**src/pkg/uhpc_defines.vh**
```
/*
 holds the register map, field positions, reset values and timing counts
 of the host power and request control block.
 assumes a 40 MHz system clock and 32-bit APB word addressing.
*/
`ifndef UHPC_DEFINES_VH
`define UHPC_DEFINES_VH

// register byte offsets
`define UHPC_OFF_MODE 8'h00
`define UHPC_OFF_PWRCFG 8'h04
`define UHPC_OFF_PWRCMD 8'h08
`define UHPC_OFF_STATUS 8'h0C
`define UHPC_OFF_HUBADDR 8'h10
`define UHPC_OFF_REQIN 8'h14
`define UHPC_OFF_REQSTAT 8'h18
`define UHPC_OFF_FIFO 8'h1C

// power configuration fields
`define UHPC_CFG_FLT_HIGH 0
`define UHPC_CFG_ACT_LSB 1
`define UHPC_CFG_EN_HIGH 3
`define UHPC_CFG_EN_AUTO 4
`define UHPC_CFG_FILTER 5
`define UHPC_CFG_WIDTH 6
`define UHPC_CFG_RESET 6'h00

// fault action encodings
`define UHPC_ACT_NONE 2'h0
`define UHPC_ACT_TRI 2'h1
`define UHPC_ACT_LOW 2'h2
`define UHPC_ACT_HIGH 2'h3

// power command bits (write-only strobes)
`define UHPC_CMD_PWR_ON 0
`define UHPC_CMD_PWR_OFF 1
`define UHPC_CMD_FLT_ON 2
`define UHPC_CMD_FLT_OFF 3

// status bits
`define UHPC_ST_FAULT 0
`define UHPC_ST_STDONE 1
`define UHPC_ST_BUSY 2
`define UHPC_ST_VBUS 3
`define UHPC_ST_PWRON 4
`define UHPC_ST_FLTEN 5

// hub address write fields
`define UHPC_HUB_ADDR_LSB 0
`define UHPC_HUB_EP_LSB 8
`define UHPC_HUB_DIR_BIT 12
`define UHPC_HUB_RESET 8'h00

// vbus glitch filter: drop must last this long to count
`define UHPC_GLITCH_NS 1000
`define UHPC_CLK_MHZ 40
`define UHPC_GLITCH_CYC ((`UHPC_GLITCH_NS * `UHPC_CLK_MHZ) / 1000)

`endif

```
**src/core/uhpc_ctrl.v**
```verilog
/*
 host-mode power switch control, per-endpoint hub addresses, IN and
 status request scheduling and a receive buffer, all behind an APB slave.
 assumes a transaction engine on the txn* ports that takes one request at
 a time and answers with a done pulse, and rx data pushed with valid/ready.
*/
// Added by the designer: the register addresses and the APB register port.
// Contract
// - software command switches controller into host role, enabling host features
// - readable hub address kept per endpoint, separately for IN and OUT
// - hub address write replaces only chosen endpoint and direction entry
// - drive power-enable output, sample power-fault input per configuration
// - polarity setting picks low or high fault level
// - detected fault applies chosen action: tristate, drive low, drive high
// - action none leaves power-enable output unchanged on fault
// - manual mode drives configured active level on power-enable command
// - automatic mode drives active level while OTG session is enabled
// - glitch filter ignores short VBUS drops
// - power-enable command asserts power-enable output
// - power-disable command deasserts power-enable output
// - fault detection activated by enable command
// - disable command stops fault detection and fault actions
// - request command schedules IN transaction on given endpoint
// - returned IN data readable from FIFO by processor or DMA
// - status request issues status IN on endpoint zero
// - interrupt signalled when requested status packet received
`timescale 1ns/10ps
`default_nettype none
`include "uhpc_defines.vh"

module uhpc_ctrl #(
	parameter EP_BITS = 4,
	parameter FIFO_BITS = 3,
	parameter GLITCH_CYC = `UHPC_GLITCH_CYC
) (
	input wire clk_sys, // 40 MHz clock
	input wire rst_n, // sync reset, active low
	input wire psel, // apb select
	input wire penable, // apb access phase
	input wire pwrite, // apb direction
	input wire [7:0] paddr, // apb byte address
	input wire [31:0] pwdata, // apb write data
	output reg [31:0] prdata, // apb read data
	output reg pready, // apb ready
	output reg pslverr, // apb error on unmapped
	output reg power_enable_out, // supply enable pin level
	output reg powerEnableOe, // supply enable pin driven
	input wire power_fault_in, // supply fault pin
	input wire vbusLevelIn, // raw vbus valid comparator
	output reg vbusValid, // filtered vbus valid
	input wire sessionActive, // otg session enabled
	output reg txnReq, // transaction request pulse
	output reg [EP_BITS-1:0] txnEp, // endpoint of request
	output reg [7:0] txnHubAddr, // IN hub address of endpoint
	output reg txnStatus, // request is a status IN on ep0
	input wire txnDone, // engine finished request
	input wire rxValid, // received byte valid
	input wire [7:0] rxData, // received byte
	output reg rxReady, // buffer can take a byte
	output reg dmaReq, // buffer holds data for dma
	input wire dmaAck, // dma took head byte
	output reg [7:0] dmaData, // head byte for dma
	output reg irqOut // fault or status done pending
);
	localparam NEP = 1 << EP_BITS;
	localparam DEPTH = 1 << FIFO_BITS;
	localparam [1:0] ST_IDLE = 2'h0;
	localparam [1:0] ST_ISSUE = 2'h1;
	localparam [1:0] ST_WAIT = 2'h2;

	reg hostMode;
	reg [`UHPC_CFG_WIDTH-1:0] pwrCfg;
	reg pwrOn;
	reg faultDetEn;
	reg faultFlag;
	reg faultHold;
	reg statusDoneFlag;
	reg [7:0] hubMem [0:2*NEP-1];
	reg [EP_BITS:0] hubSel;
	reg [NEP-1:0] inPending;
	reg statusPending;
	reg [1:0] state;
	reg curStatus;
	reg [15:0] glitchCnt;
	reg faultSeen;
	reg [7:0] fifoMem [0:DEPTH-1];
	reg [FIFO_BITS:0] wrPtr;
	reg [FIFO_BITS:0] rdPtr;
	reg [EP_BITS-1:0] next_ep;
	reg next_found;
	integer i;
	integer k;

	wire apbSetup = psel & ~penable;
	wire apbDone = psel & penable & pready;
	wire wrDone = apbDone & pwrite;
	wire rdDone = apbDone & ~pwrite;
	wire fifoEmpty = (wrPtr == rdPtr);
	wire fifoFull = (wrPtr[FIFO_BITS] != rdPtr[FIFO_BITS]) &&
		(wrPtr[FIFO_BITS-1:0] == rdPtr[FIFO_BITS-1:0]);
	wire [1:0] faultAct = pwrCfg[`UHPC_CFG_ACT_LSB+1:`UHPC_CFG_ACT_LSB];

	// address decode for the error answer; the read mux decodes with its own case
	function isMapped;
		input [7:0] a;
		begin
			isMapped = (a == `UHPC_OFF_MODE) || (a == `UHPC_OFF_PWRCFG) ||
				(a == `UHPC_OFF_PWRCMD) || (a == `UHPC_OFF_STATUS) ||
				(a == `UHPC_OFF_HUBADDR) || (a == `UHPC_OFF_REQIN) ||
				(a == `UHPC_OFF_REQSTAT) || (a == `UHPC_OFF_FIFO);
		end
	endfunction

	// a strobe for one register at the completing edge of a write, or of a read for the fifo pop
	function regWr;
		input [7:0] a;
		input [7:0] off;
		input done;
		begin
			regWr = done && (a == off);
		end
	endfunction

	wire cmdWr = regWr(paddr, `UHPC_OFF_PWRCMD, wrDone);
	wire stWr = regWr(paddr, `UHPC_OFF_STATUS, wrDone);
	wire fifoPopCpu = regWr(paddr, `UHPC_OFF_FIFO, rdDone) & ~fifoEmpty;
	wire fifoPopDma = dmaAck & ~fifoEmpty & ~fifoPopCpu;
	wire fifoPush = rxValid & rxReady;

	// fault level compare; detection only while enabled and in host role
	wire faultLevel = (power_fault_in == pwrCfg[`UHPC_CFG_FLT_HIGH]);
	wire faultNow = faultLevel & faultDetEn & hostMode;

	// apb answer: no wait states, ready registered from the setup cycle and high in the first access cycle
	always @(posedge clk_sys) begin
		if (!rst_n) begin
			pready <= 1'b0;
			pslverr <= 1'b0;
			prdata <= 32'h00000000;
		end else begin
			pready <= apbSetup;
			pslverr <= apbSetup & ~isMapped(paddr);
			if (apbSetup && !pwrite) begin
				case (paddr)
				`UHPC_OFF_MODE: prdata <= {31'h00000000, hostMode};
				`UHPC_OFF_PWRCFG: prdata <= {26'h0000000, pwrCfg};
				`UHPC_OFF_STATUS: prdata <= {26'h0000000, faultDetEn, pwrOn,
					vbusValid, (state != ST_IDLE) | statusPending | (|inPending),
					statusDoneFlag, faultFlag};
				`UHPC_OFF_HUBADDR: prdata <= {19'h00000, hubSel, hubMem[hubSel]};
				`UHPC_OFF_REQIN: prdata <= {{(32-NEP){1'b0}}, inPending};
				`UHPC_OFF_REQSTAT: prdata <= {31'h00000000, statusPending};
				`UHPC_OFF_FIFO: prdata <= {23'h000000, fifoEmpty,
					fifoMem[rdPtr[FIFO_BITS-1:0]]};
				default: prdata <= 32'h00000000;
				endcase
			end
		end
	end

	// role and power configuration; config writes need host role
	always @(posedge clk_sys) begin
		if (!rst_n) begin
			hostMode <= 1'b0;
			pwrCfg <= `UHPC_CFG_RESET;
		end else begin
			if (regWr(paddr, `UHPC_OFF_MODE, wrDone))
				hostMode <= pwdata[0];
			if (regWr(paddr, `UHPC_OFF_PWRCFG, wrDone) && hostMode)
				pwrCfg <= pwdata[`UHPC_CFG_WIDTH-1:0];
		end
	end

	// power and fault-detect commands; fault flag set wins over clear
	always @(posedge clk_sys) begin
		if (!rst_n) begin
			pwrOn <= 1'b0;
			faultDetEn <= 1'b0;
			faultFlag <= 1'b0;
			faultHold <= 1'b0;
			faultSeen <= 1'b0;
		end else begin
			if (cmdWr && hostMode && pwdata[`UHPC_CMD_PWR_ON])
				pwrOn <= 1'b1;
			else if (cmdWr && hostMode && pwdata[`UHPC_CMD_PWR_OFF])
				pwrOn <= 1'b0;
			if (cmdWr && hostMode && pwdata[`UHPC_CMD_FLT_ON])
				faultDetEn <= 1'b1;
			else if (cmdWr && pwdata[`UHPC_CMD_FLT_OFF])
				faultDetEn <= 1'b0;
			faultSeen <= faultNow;
			// flag rises on a new fault; a level fault is one event
			if (faultNow && !faultSeen)
				faultFlag <= 1'b1;
			else if (stWr && pwdata[`UHPC_ST_FAULT])
				faultFlag <= 1'b0;
			// action holds until software turns detect off, or turns power off once the fault is gone
			if (faultNow)
				faultHold <= 1'b1;
			else if (!faultDetEn || (cmdWr && pwdata[`UHPC_CMD_PWR_OFF]))
				faultHold <= 1'b0;
		end
	end

	// power-enable pin: source level first, then any fault override
	wire srcOn = pwrCfg[`UHPC_CFG_EN_AUTO] ? sessionActive : pwrOn;
	wire baseLevel = srcOn ? pwrCfg[`UHPC_CFG_EN_HIGH] : ~pwrCfg[`UHPC_CFG_EN_HIGH];
	always @(posedge clk_sys) begin
		if (!rst_n) begin
			power_enable_out <= 1'b0;
			powerEnableOe <= 1'b0;
		end else if (!hostMode) begin
			// pin released outside host role, supply left to board pulls
			power_enable_out <= 1'b0;
			powerEnableOe <= 1'b0;
		end else if (faultHold) begin
			case (faultAct)
			`UHPC_ACT_TRI: begin
				power_enable_out <= 1'b0;
				powerEnableOe <= 1'b0;
			end
			`UHPC_ACT_LOW: begin
				power_enable_out <= 1'b0;
				powerEnableOe <= 1'b1;
			end
			`UHPC_ACT_HIGH: begin
				power_enable_out <= 1'b1;
				powerEnableOe <= 1'b1;
			end
			default: begin
				power_enable_out <= baseLevel;
				powerEnableOe <= 1'b1;
			end
			endcase
		end else begin
			power_enable_out <= baseLevel;
			powerEnableOe <= 1'b1;
		end
	end

	// vbus valid: a drop must last the filter window when filter is on
	always @(posedge clk_sys) begin
		if (!rst_n) begin
			glitchCnt <= 16'h0000;
			vbusValid <= 1'b0;
		end else if (vbusLevelIn) begin
			glitchCnt <= 16'h0000;
			vbusValid <= 1'b1;
		end else if (!pwrCfg[`UHPC_CFG_FILTER] || glitchCnt >= GLITCH_CYC[15:0] - 16'h0001) begin
			vbusValid <= 1'b0;
		end else begin
			glitchCnt <= glitchCnt + 16'h0001;
		end
	end

	// hub address table; select latches on every write for read-back
	always @(posedge clk_sys) begin
		if (!rst_n) begin
			hubSel <= {(EP_BITS+1){1'b0}};
			for (i = 0; i < 2*NEP; i = i + 1)
				hubMem[i] <= `UHPC_HUB_RESET;
		end else if (regWr(paddr, `UHPC_OFF_HUBADDR, wrDone) && hostMode) begin
			hubSel <= {pwdata[`UHPC_HUB_EP_LSB+EP_BITS-1:`UHPC_HUB_EP_LSB],
				pwdata[`UHPC_HUB_DIR_BIT]};
			if (pwdata[`UHPC_HUB_DIR_BIT+1])
				hubMem[{pwdata[`UHPC_HUB_EP_LSB+EP_BITS-1:`UHPC_HUB_EP_LSB],
					pwdata[`UHPC_HUB_DIR_BIT]}] <= pwdata[7:0];
		end
	end

	// lowest pending endpoint wins; fixed priority keeps the mux small
	always @* begin
		next_ep = {EP_BITS{1'b0}};
		next_found = 1'b0;
		for (k = NEP - 1; k >= 0; k = k - 1) begin
			if (inPending[k]) begin
				next_ep = k[EP_BITS-1:0];
				next_found = 1'b1;
			end
		end
	end

	// request scheduler: status request ahead of plain IN requests
	always @(posedge clk_sys) begin
		if (!rst_n) begin
			inPending <= {NEP{1'b0}};
			statusPending <= 1'b0;
			statusDoneFlag <= 1'b0;
			state <= ST_IDLE;
			curStatus <= 1'b0;
			txnReq <= 1'b0;
			txnEp <= {EP_BITS{1'b0}};
			txnHubAddr <= 8'h00;
			txnStatus <= 1'b0;
		end else begin
			txnReq <= 1'b0;
			if (regWr(paddr, `UHPC_OFF_REQIN, wrDone) && hostMode)
				inPending[pwdata[EP_BITS-1:0]] <= 1'b1;
			if (regWr(paddr, `UHPC_OFF_REQSTAT, wrDone) && hostMode && pwdata[0])
				statusPending <= 1'b1;
			case (state)
			ST_IDLE: begin
				if (statusPending) begin
					statusPending <= 1'b0;
					curStatus <= 1'b1;
					txnEp <= {EP_BITS{1'b0}};
					txnHubAddr <= hubMem[1];
					state <= ST_ISSUE;
				end else if (next_found) begin
					inPending[next_ep] <= 1'b0;
					curStatus <= 1'b0;
					txnEp <= next_ep;
					txnHubAddr <= hubMem[{next_ep, 1'b1}];
					state <= ST_ISSUE;
				end
			end
			ST_ISSUE: begin
				txnReq <= 1'b1;
				txnStatus <= curStatus;
				state <= ST_WAIT;
			end
			ST_WAIT: begin
				if (txnDone)
					state <= ST_IDLE;
			end
			default: state <= ST_IDLE;
			endcase
			// done flag set wins over a same-cycle clear
			if (state == ST_WAIT && txnDone && curStatus)
				statusDoneFlag <= 1'b1;
			else if (stWr && pwdata[`UHPC_ST_STDONE])
				statusDoneFlag <= 1'b0;
		end
	end

	// receive buffer: engine pushes, cpu read or dma ack pops
	always @(posedge clk_sys) begin
		if (!rst_n) begin
			wrPtr <= {(FIFO_BITS+1){1'b0}};
			rdPtr <= {(FIFO_BITS+1){1'b0}};
		end else begin
			if (fifoPush) begin
				fifoMem[wrPtr[FIFO_BITS-1:0]] <= rxData;
				wrPtr <= wrPtr + 1'b1;
			end
			if (fifoPopCpu || fifoPopDma)
				rdPtr <= rdPtr + 1'b1;
		end
	end

	// registered buffer flags and interrupt line
	always @(posedge clk_sys) begin
		if (!rst_n) begin
			rxReady <= 1'b0;
			dmaReq <= 1'b0;
			dmaData <= 8'h00;
			irqOut <= 1'b0;
		end else begin
			// conservative: ready drops as a push fills the last slot, ignoring a same-cycle pop, so no push is lost
			rxReady <= ~fifoFull && !(fifoPush &&
				(wrPtr[FIFO_BITS-1:0] + 1'b1 == rdPtr[FIFO_BITS-1:0]));
			dmaReq <= (wrPtr != rdPtr) && !((fifoPopCpu || fifoPopDma) &&
				!fifoPush && (rdPtr + 1'b1 == wrPtr));
			dmaData <= (fifoPopCpu || fifoPopDma) ?
				fifoMem[rdPtr[FIFO_BITS-1:0] + 1'b1] : fifoMem[rdPtr[FIFO_BITS-1:0]];
			irqOut <= faultFlag | statusDoneFlag;
		end
	end
endmodule

`default_nettype wire

```
**config.mk**
```make
export PLATFORM = sky130hd
export DESIGN_NAME = uhpc_ctrl
export DESIGN_NICKNAME = d
export VERILOG_FILES = /design/src/core/uhpc_ctrl.v
export VERILOG_INCLUDE_DIRS = /design/src /design/src/pkg
export SDC_FILE = /design/constraint.sdc
export NUM_CORES = 1
export LEC_CHECK = 0
export BUFFER_PORTS_ARGS = -buffer_cell sky130_fd_sc_hd__buf_2
export CORE_MARGIN = 2
export CORE_UTILIZATION = 55
export CTS_CLUSTER_DIAMETER = 40
export DETAILED_ROUTE_END_ITERATION = 6
export PLACE_DENSITY = 0.77
export REMOVE_ABC_BUFFERS = 1
export SLEW_MARGIN = 20
export SYNTH_ARGS = -nofsm -noshare
export SYNTH_HDL_FRONTEND = slang
export SYNTH_SLANG_ARGS = --single-unit
```
**constraint.sdc**
```tcl
create_clock -name clk_sys -period 2.99 [get_ports clk_sys]
set_input_delay 0.598 -clock clk_sys [delete_from_list [all_inputs] [get_ports clk_sys]]
set_output_delay 0.598 -clock clk_sys [all_outputs]
set_load 0.02 [all_outputs]
```
==> run metrics <==
critical path start-end classification=flip-flop to flip-flop; family of cells with the greatest summed delay on the critical path=compound AO/OA/AOI/OAI gates; Rows=between 70 and 80; antenna violations before repair=1; Max Cap Viol=0; crit path DAT=roughly 3.4 ns; initial core utilization=0.558; clock tree sinks=roughly 440; classification of the worst-slack hold path=primary input to flip-flop; Ant. Diodes=0; CP required=about 3.5 ns; top cell type's share of synthesized area=0.459; clock-pin slew on the worst setup and hold paths=~0.060 ns; post-synthesis cell type count=slightly below 70; buffer depth of the longest clock path=3; root buffer cell=clkbuf_16; switching portion of total power=0.234; number of DRC violations after detailed-routing iteration 0=1,803; top cells by area, synth=edfxtp_1 (46%), mux4_2 (12%), dfxtp_1 (11%); Clock H-tree levels=2; total die area=between 0.03 and 0.04 mm²; max-slew violation total from the final report=0; unrepaired setup endpoints after global routing=false; clock buffers created by TritonCTS=57; worst path buffer plus inverter count=2; overall fraction of global-route tracks in use=0.289; DRC viols=0; final global-route overflow total=0; die span in x=199 µm; Setup-failing EPs final=0; number of storage elements in the synthesis netlist=436; actual transition at the worst max-transition pin=around 1.0 ns; maximum single-stage delay on the critical path=around 0.53 ns; number of vias in the routed layout=between 10k and 15k; core region area=0.0376 mm²; relative contribution of sequential cells to total power=0.460; via-per-instance ratio=between 6 and 7; CTS tree=done; die height=approximately 200 µm; Critical-path top delay cell=nor3_1; Power Total=between 10 and 15 mW; total iterations of the first detailed-routing run=6; total of hold buffers inserted after clock tree synthesis=0; NumNets Final=roughly 1.9k; Final Hold Violating Endpoints=0; PortBufs=86; maximum vdd ir drop=470 µV; max-slew headroom at the worst pin=0.333; cell area after synthesis=~0.021 mm²; Max Fanout on Critical Path=9; switching component of the power=3.43 mW; placed insts=~2.3k; Clock Power Share=0.470; placed wire-length estimate after detailed placement=~40,000 µm; library cell occupying the most area in the post-synthesis netlist=edfxtp_1; count of antenna-violating nets left after detailed routing=0; wire length of the first global-routing pass=~84,000 µm; per-instance average area after synthesis=~13 µm²; Leak Pwr=9.27 nW; Synth Instances=1,649; Critical Path Source Type=flip-flop; Synth async-reset ratio=0; average detailed-routed wire length per instance=roughly 24 µm; maximum number of pins on one net before global-route repair=between 60 and 70; Non-Filler Instances=~2.4k; share of power burned in combinational logic=0.070; number of global-route vias before repair=roughly 14k; number of enable-type register cells in the synthesized netlist=320; share of cells above drive strength 1=0.241; min cycle time layout=between 2 and 3 ns; run status=completed; worst setup skew after layout=0.0239 ns; final estimated routing congestion in global placement=between 0.9 and 1; list of cells traversed by the critical path=nor2_1, a221o_1, a211oi_2, a21oi_4, buf_12, buf_4, mux2i_1, o22ai_1, nor3_1, o311ai_1; number of primary I/O pins=approximately 120; Synth Flop Type=edfxtp_1; register area share after synthesis=0.569; kind of end point of the critical path=flip-flop; sum of negative setup slack=0 ns; hold slack=roughly 0.26 ns; insertion delay of the later-clocked pin in the worst-skew pair=a little over 0.6 ns; internal portion of total power=approximately 11 mW; part of the cycle the worst path needs=0.974; power density relative to cell area=597 mW/mm²; total routed wirelength=roughly 57,000 µm; number of warnings printed during yosys synthesis=0; reg-to-reg setup timing slack=roughly 0.077 ns; area grow syn2layout=17.1%; maximum frequency from static timing analysis=~340 MHz
layer usage:
layer	routed length, µm	global-route usage
met3	6460	0.0714
met4	2220	0.117
met5	12	0
met2	27100	0.467
met1	21500	0.377
cell usage after synthesis, types with 4 or more instances:
master     count
nand4_1        6
buf_4         18
mux2i_1       82
buf_2         17
xor2_1        11
nor2_1        98
edfxtp_1     320
nand2_1      107
o21ai_0       72
buf_1         10
xnor2_1       10
nor2b_1       27
nand2b_1      15
o22ai_1       21
a221oi_1       5
and3_1        18
inv_1         14
nand3_1       24
and2_1       252
mux2_2         8
mux4_2       112
a22oi_1       10
a21boi_0      14
clkbuf_1      83
nor4_1        15
dfxtp_1      116
nor3_1        56
nor3b_1        6
or3_1          5
a2111oi_0      4
a21oi_1       28
a221o_1        4
layout by cell type, fill, tap and decap left out, types with 6 or more instances in the layout:
cell	n
a21boi_0	14
a21oi_1	28
a22oi_1	10
and2_1	252
and3_1	18
buf_12	8
buf_2	85
buf_4	127
bufinv_16	7
clkbuf_1	7
clkbuf_16	57
clkinv_1	9
clkinv_4	7
conb_1	16
dfxtp_1	113
edfxtp_1	320
inv_1	14
inv_6	7
mux2_2	8
mux2i_1	82
mux4_2	112
nand2_1	107
nand2b_1	15
nand3_1	24
nand4_1	6
nor2_1	98
nor2b_1	27
nor3_1	56
nor3b_1	6
nor4_1	14
o21ai_0	72
o22ai_1	21
xnor2_1	10
xor2_1	11
logic make-up (layout without fill, tap and decap cells):
group,after synthesis,in the layout,share of synthesized area
simple gates,645,645,0.165
flops,436,436,0.569
fa+ha+maj,3,3,0.00179
xor+xnor,21,21,0.00878
compound gates,194,194,0.0593
other cells,1,16,0.000179
mux,202,202,0.164
buf+inv,147,341,0.0316
registers in the layout, indices dropped and copies added, names as in the netlist, 2 cells and up, named ones only:
| name | flops |
|---|---|
| hubSel | 5 |
| prdata | 16 |
| fifoMem | 64 |
| wrPtr | 4 |
| pwrCfg | 6 |
| hubMem | 256 |
| inPending | 16 |
| txnHubAddr | 8 |
| dmaData | 8 |
| state | 2 |
| glitchCnt | 16 |
| rdPtr | 4 |
| txnEp | 4 |
repair_timing:
| action | CTS | global route |
|---|---|---|
| gates resized for setup | 0 | 1 |
| endpoints found under the setup margin | 4 | 2 |
| gates cloned | 0 | 0 |
| pin swaps | 1 | 0 |
| hold endpoints to repair | 0 | 0 |
| buffers inserted | 3 | 0 |
metrics by stage:
step | setup WS (ns) | utilization | instance area, µm²
2_1_floorplan | -0.688 | - | 20400
3_5_place_dp | -0.0448 | 0.600 | 22600
3_3_place_gp | 0.00879 | 0.600 | 22600
6_report | 0.0772 | 0.653 | 24500
5_1_grt | 0.0505 | 0.653 | 24500
4_1_cts | 0.222 | 0.653 | 24500
power by group through the flow:
stage / clock network [mW] / registers (mW) / logic (mW)
final: 6.89 / 6.73 / 1.03
after global routing: 7.18 / 6.74 / 1.09
after CTS: 6.93 / 6.73 / 1.02
after detailed placement: 0 / 6.85 / 1.01
after global placement: 0 / 6.84 / 0.990
after floorplan: 0 / 6.88 / 0.520
cell type report:
| class | count | area [µm²] |
|---|---|---|
| fill | 2696 | 13000 |
| clock buffer | 64 | 1450 |
| timing repair buffer | 220 | 1540 |
| inverter | 16 | 60.1 |
| tap | 511 | 639 |
| multi-input combinational | 1081 | 8430 |
| sequential | 436 | 11900 |
| clock inverter | 41 | 474 |
final timing paths:
kind	start	end	cells past startpoint
hold reg to reg	prdata[14]$_SDFFE_PN0P_	prdata[14]$_SDFFE_PN0P_	2
hold / removal	rxData[5]	fifoMem[4][5]$_DFFE_PP_	1
setup / recovery	inPending[11]$_SDFF_PN0_	txnHubAddr[0]$_SDFFE_PN0P_	10
setup reg to reg	inPending[11]$_SDFF_PN0_	txnHubAddr[0]$_SDFFE_PN0P_	10
Power figures use the tool's default switching activity.
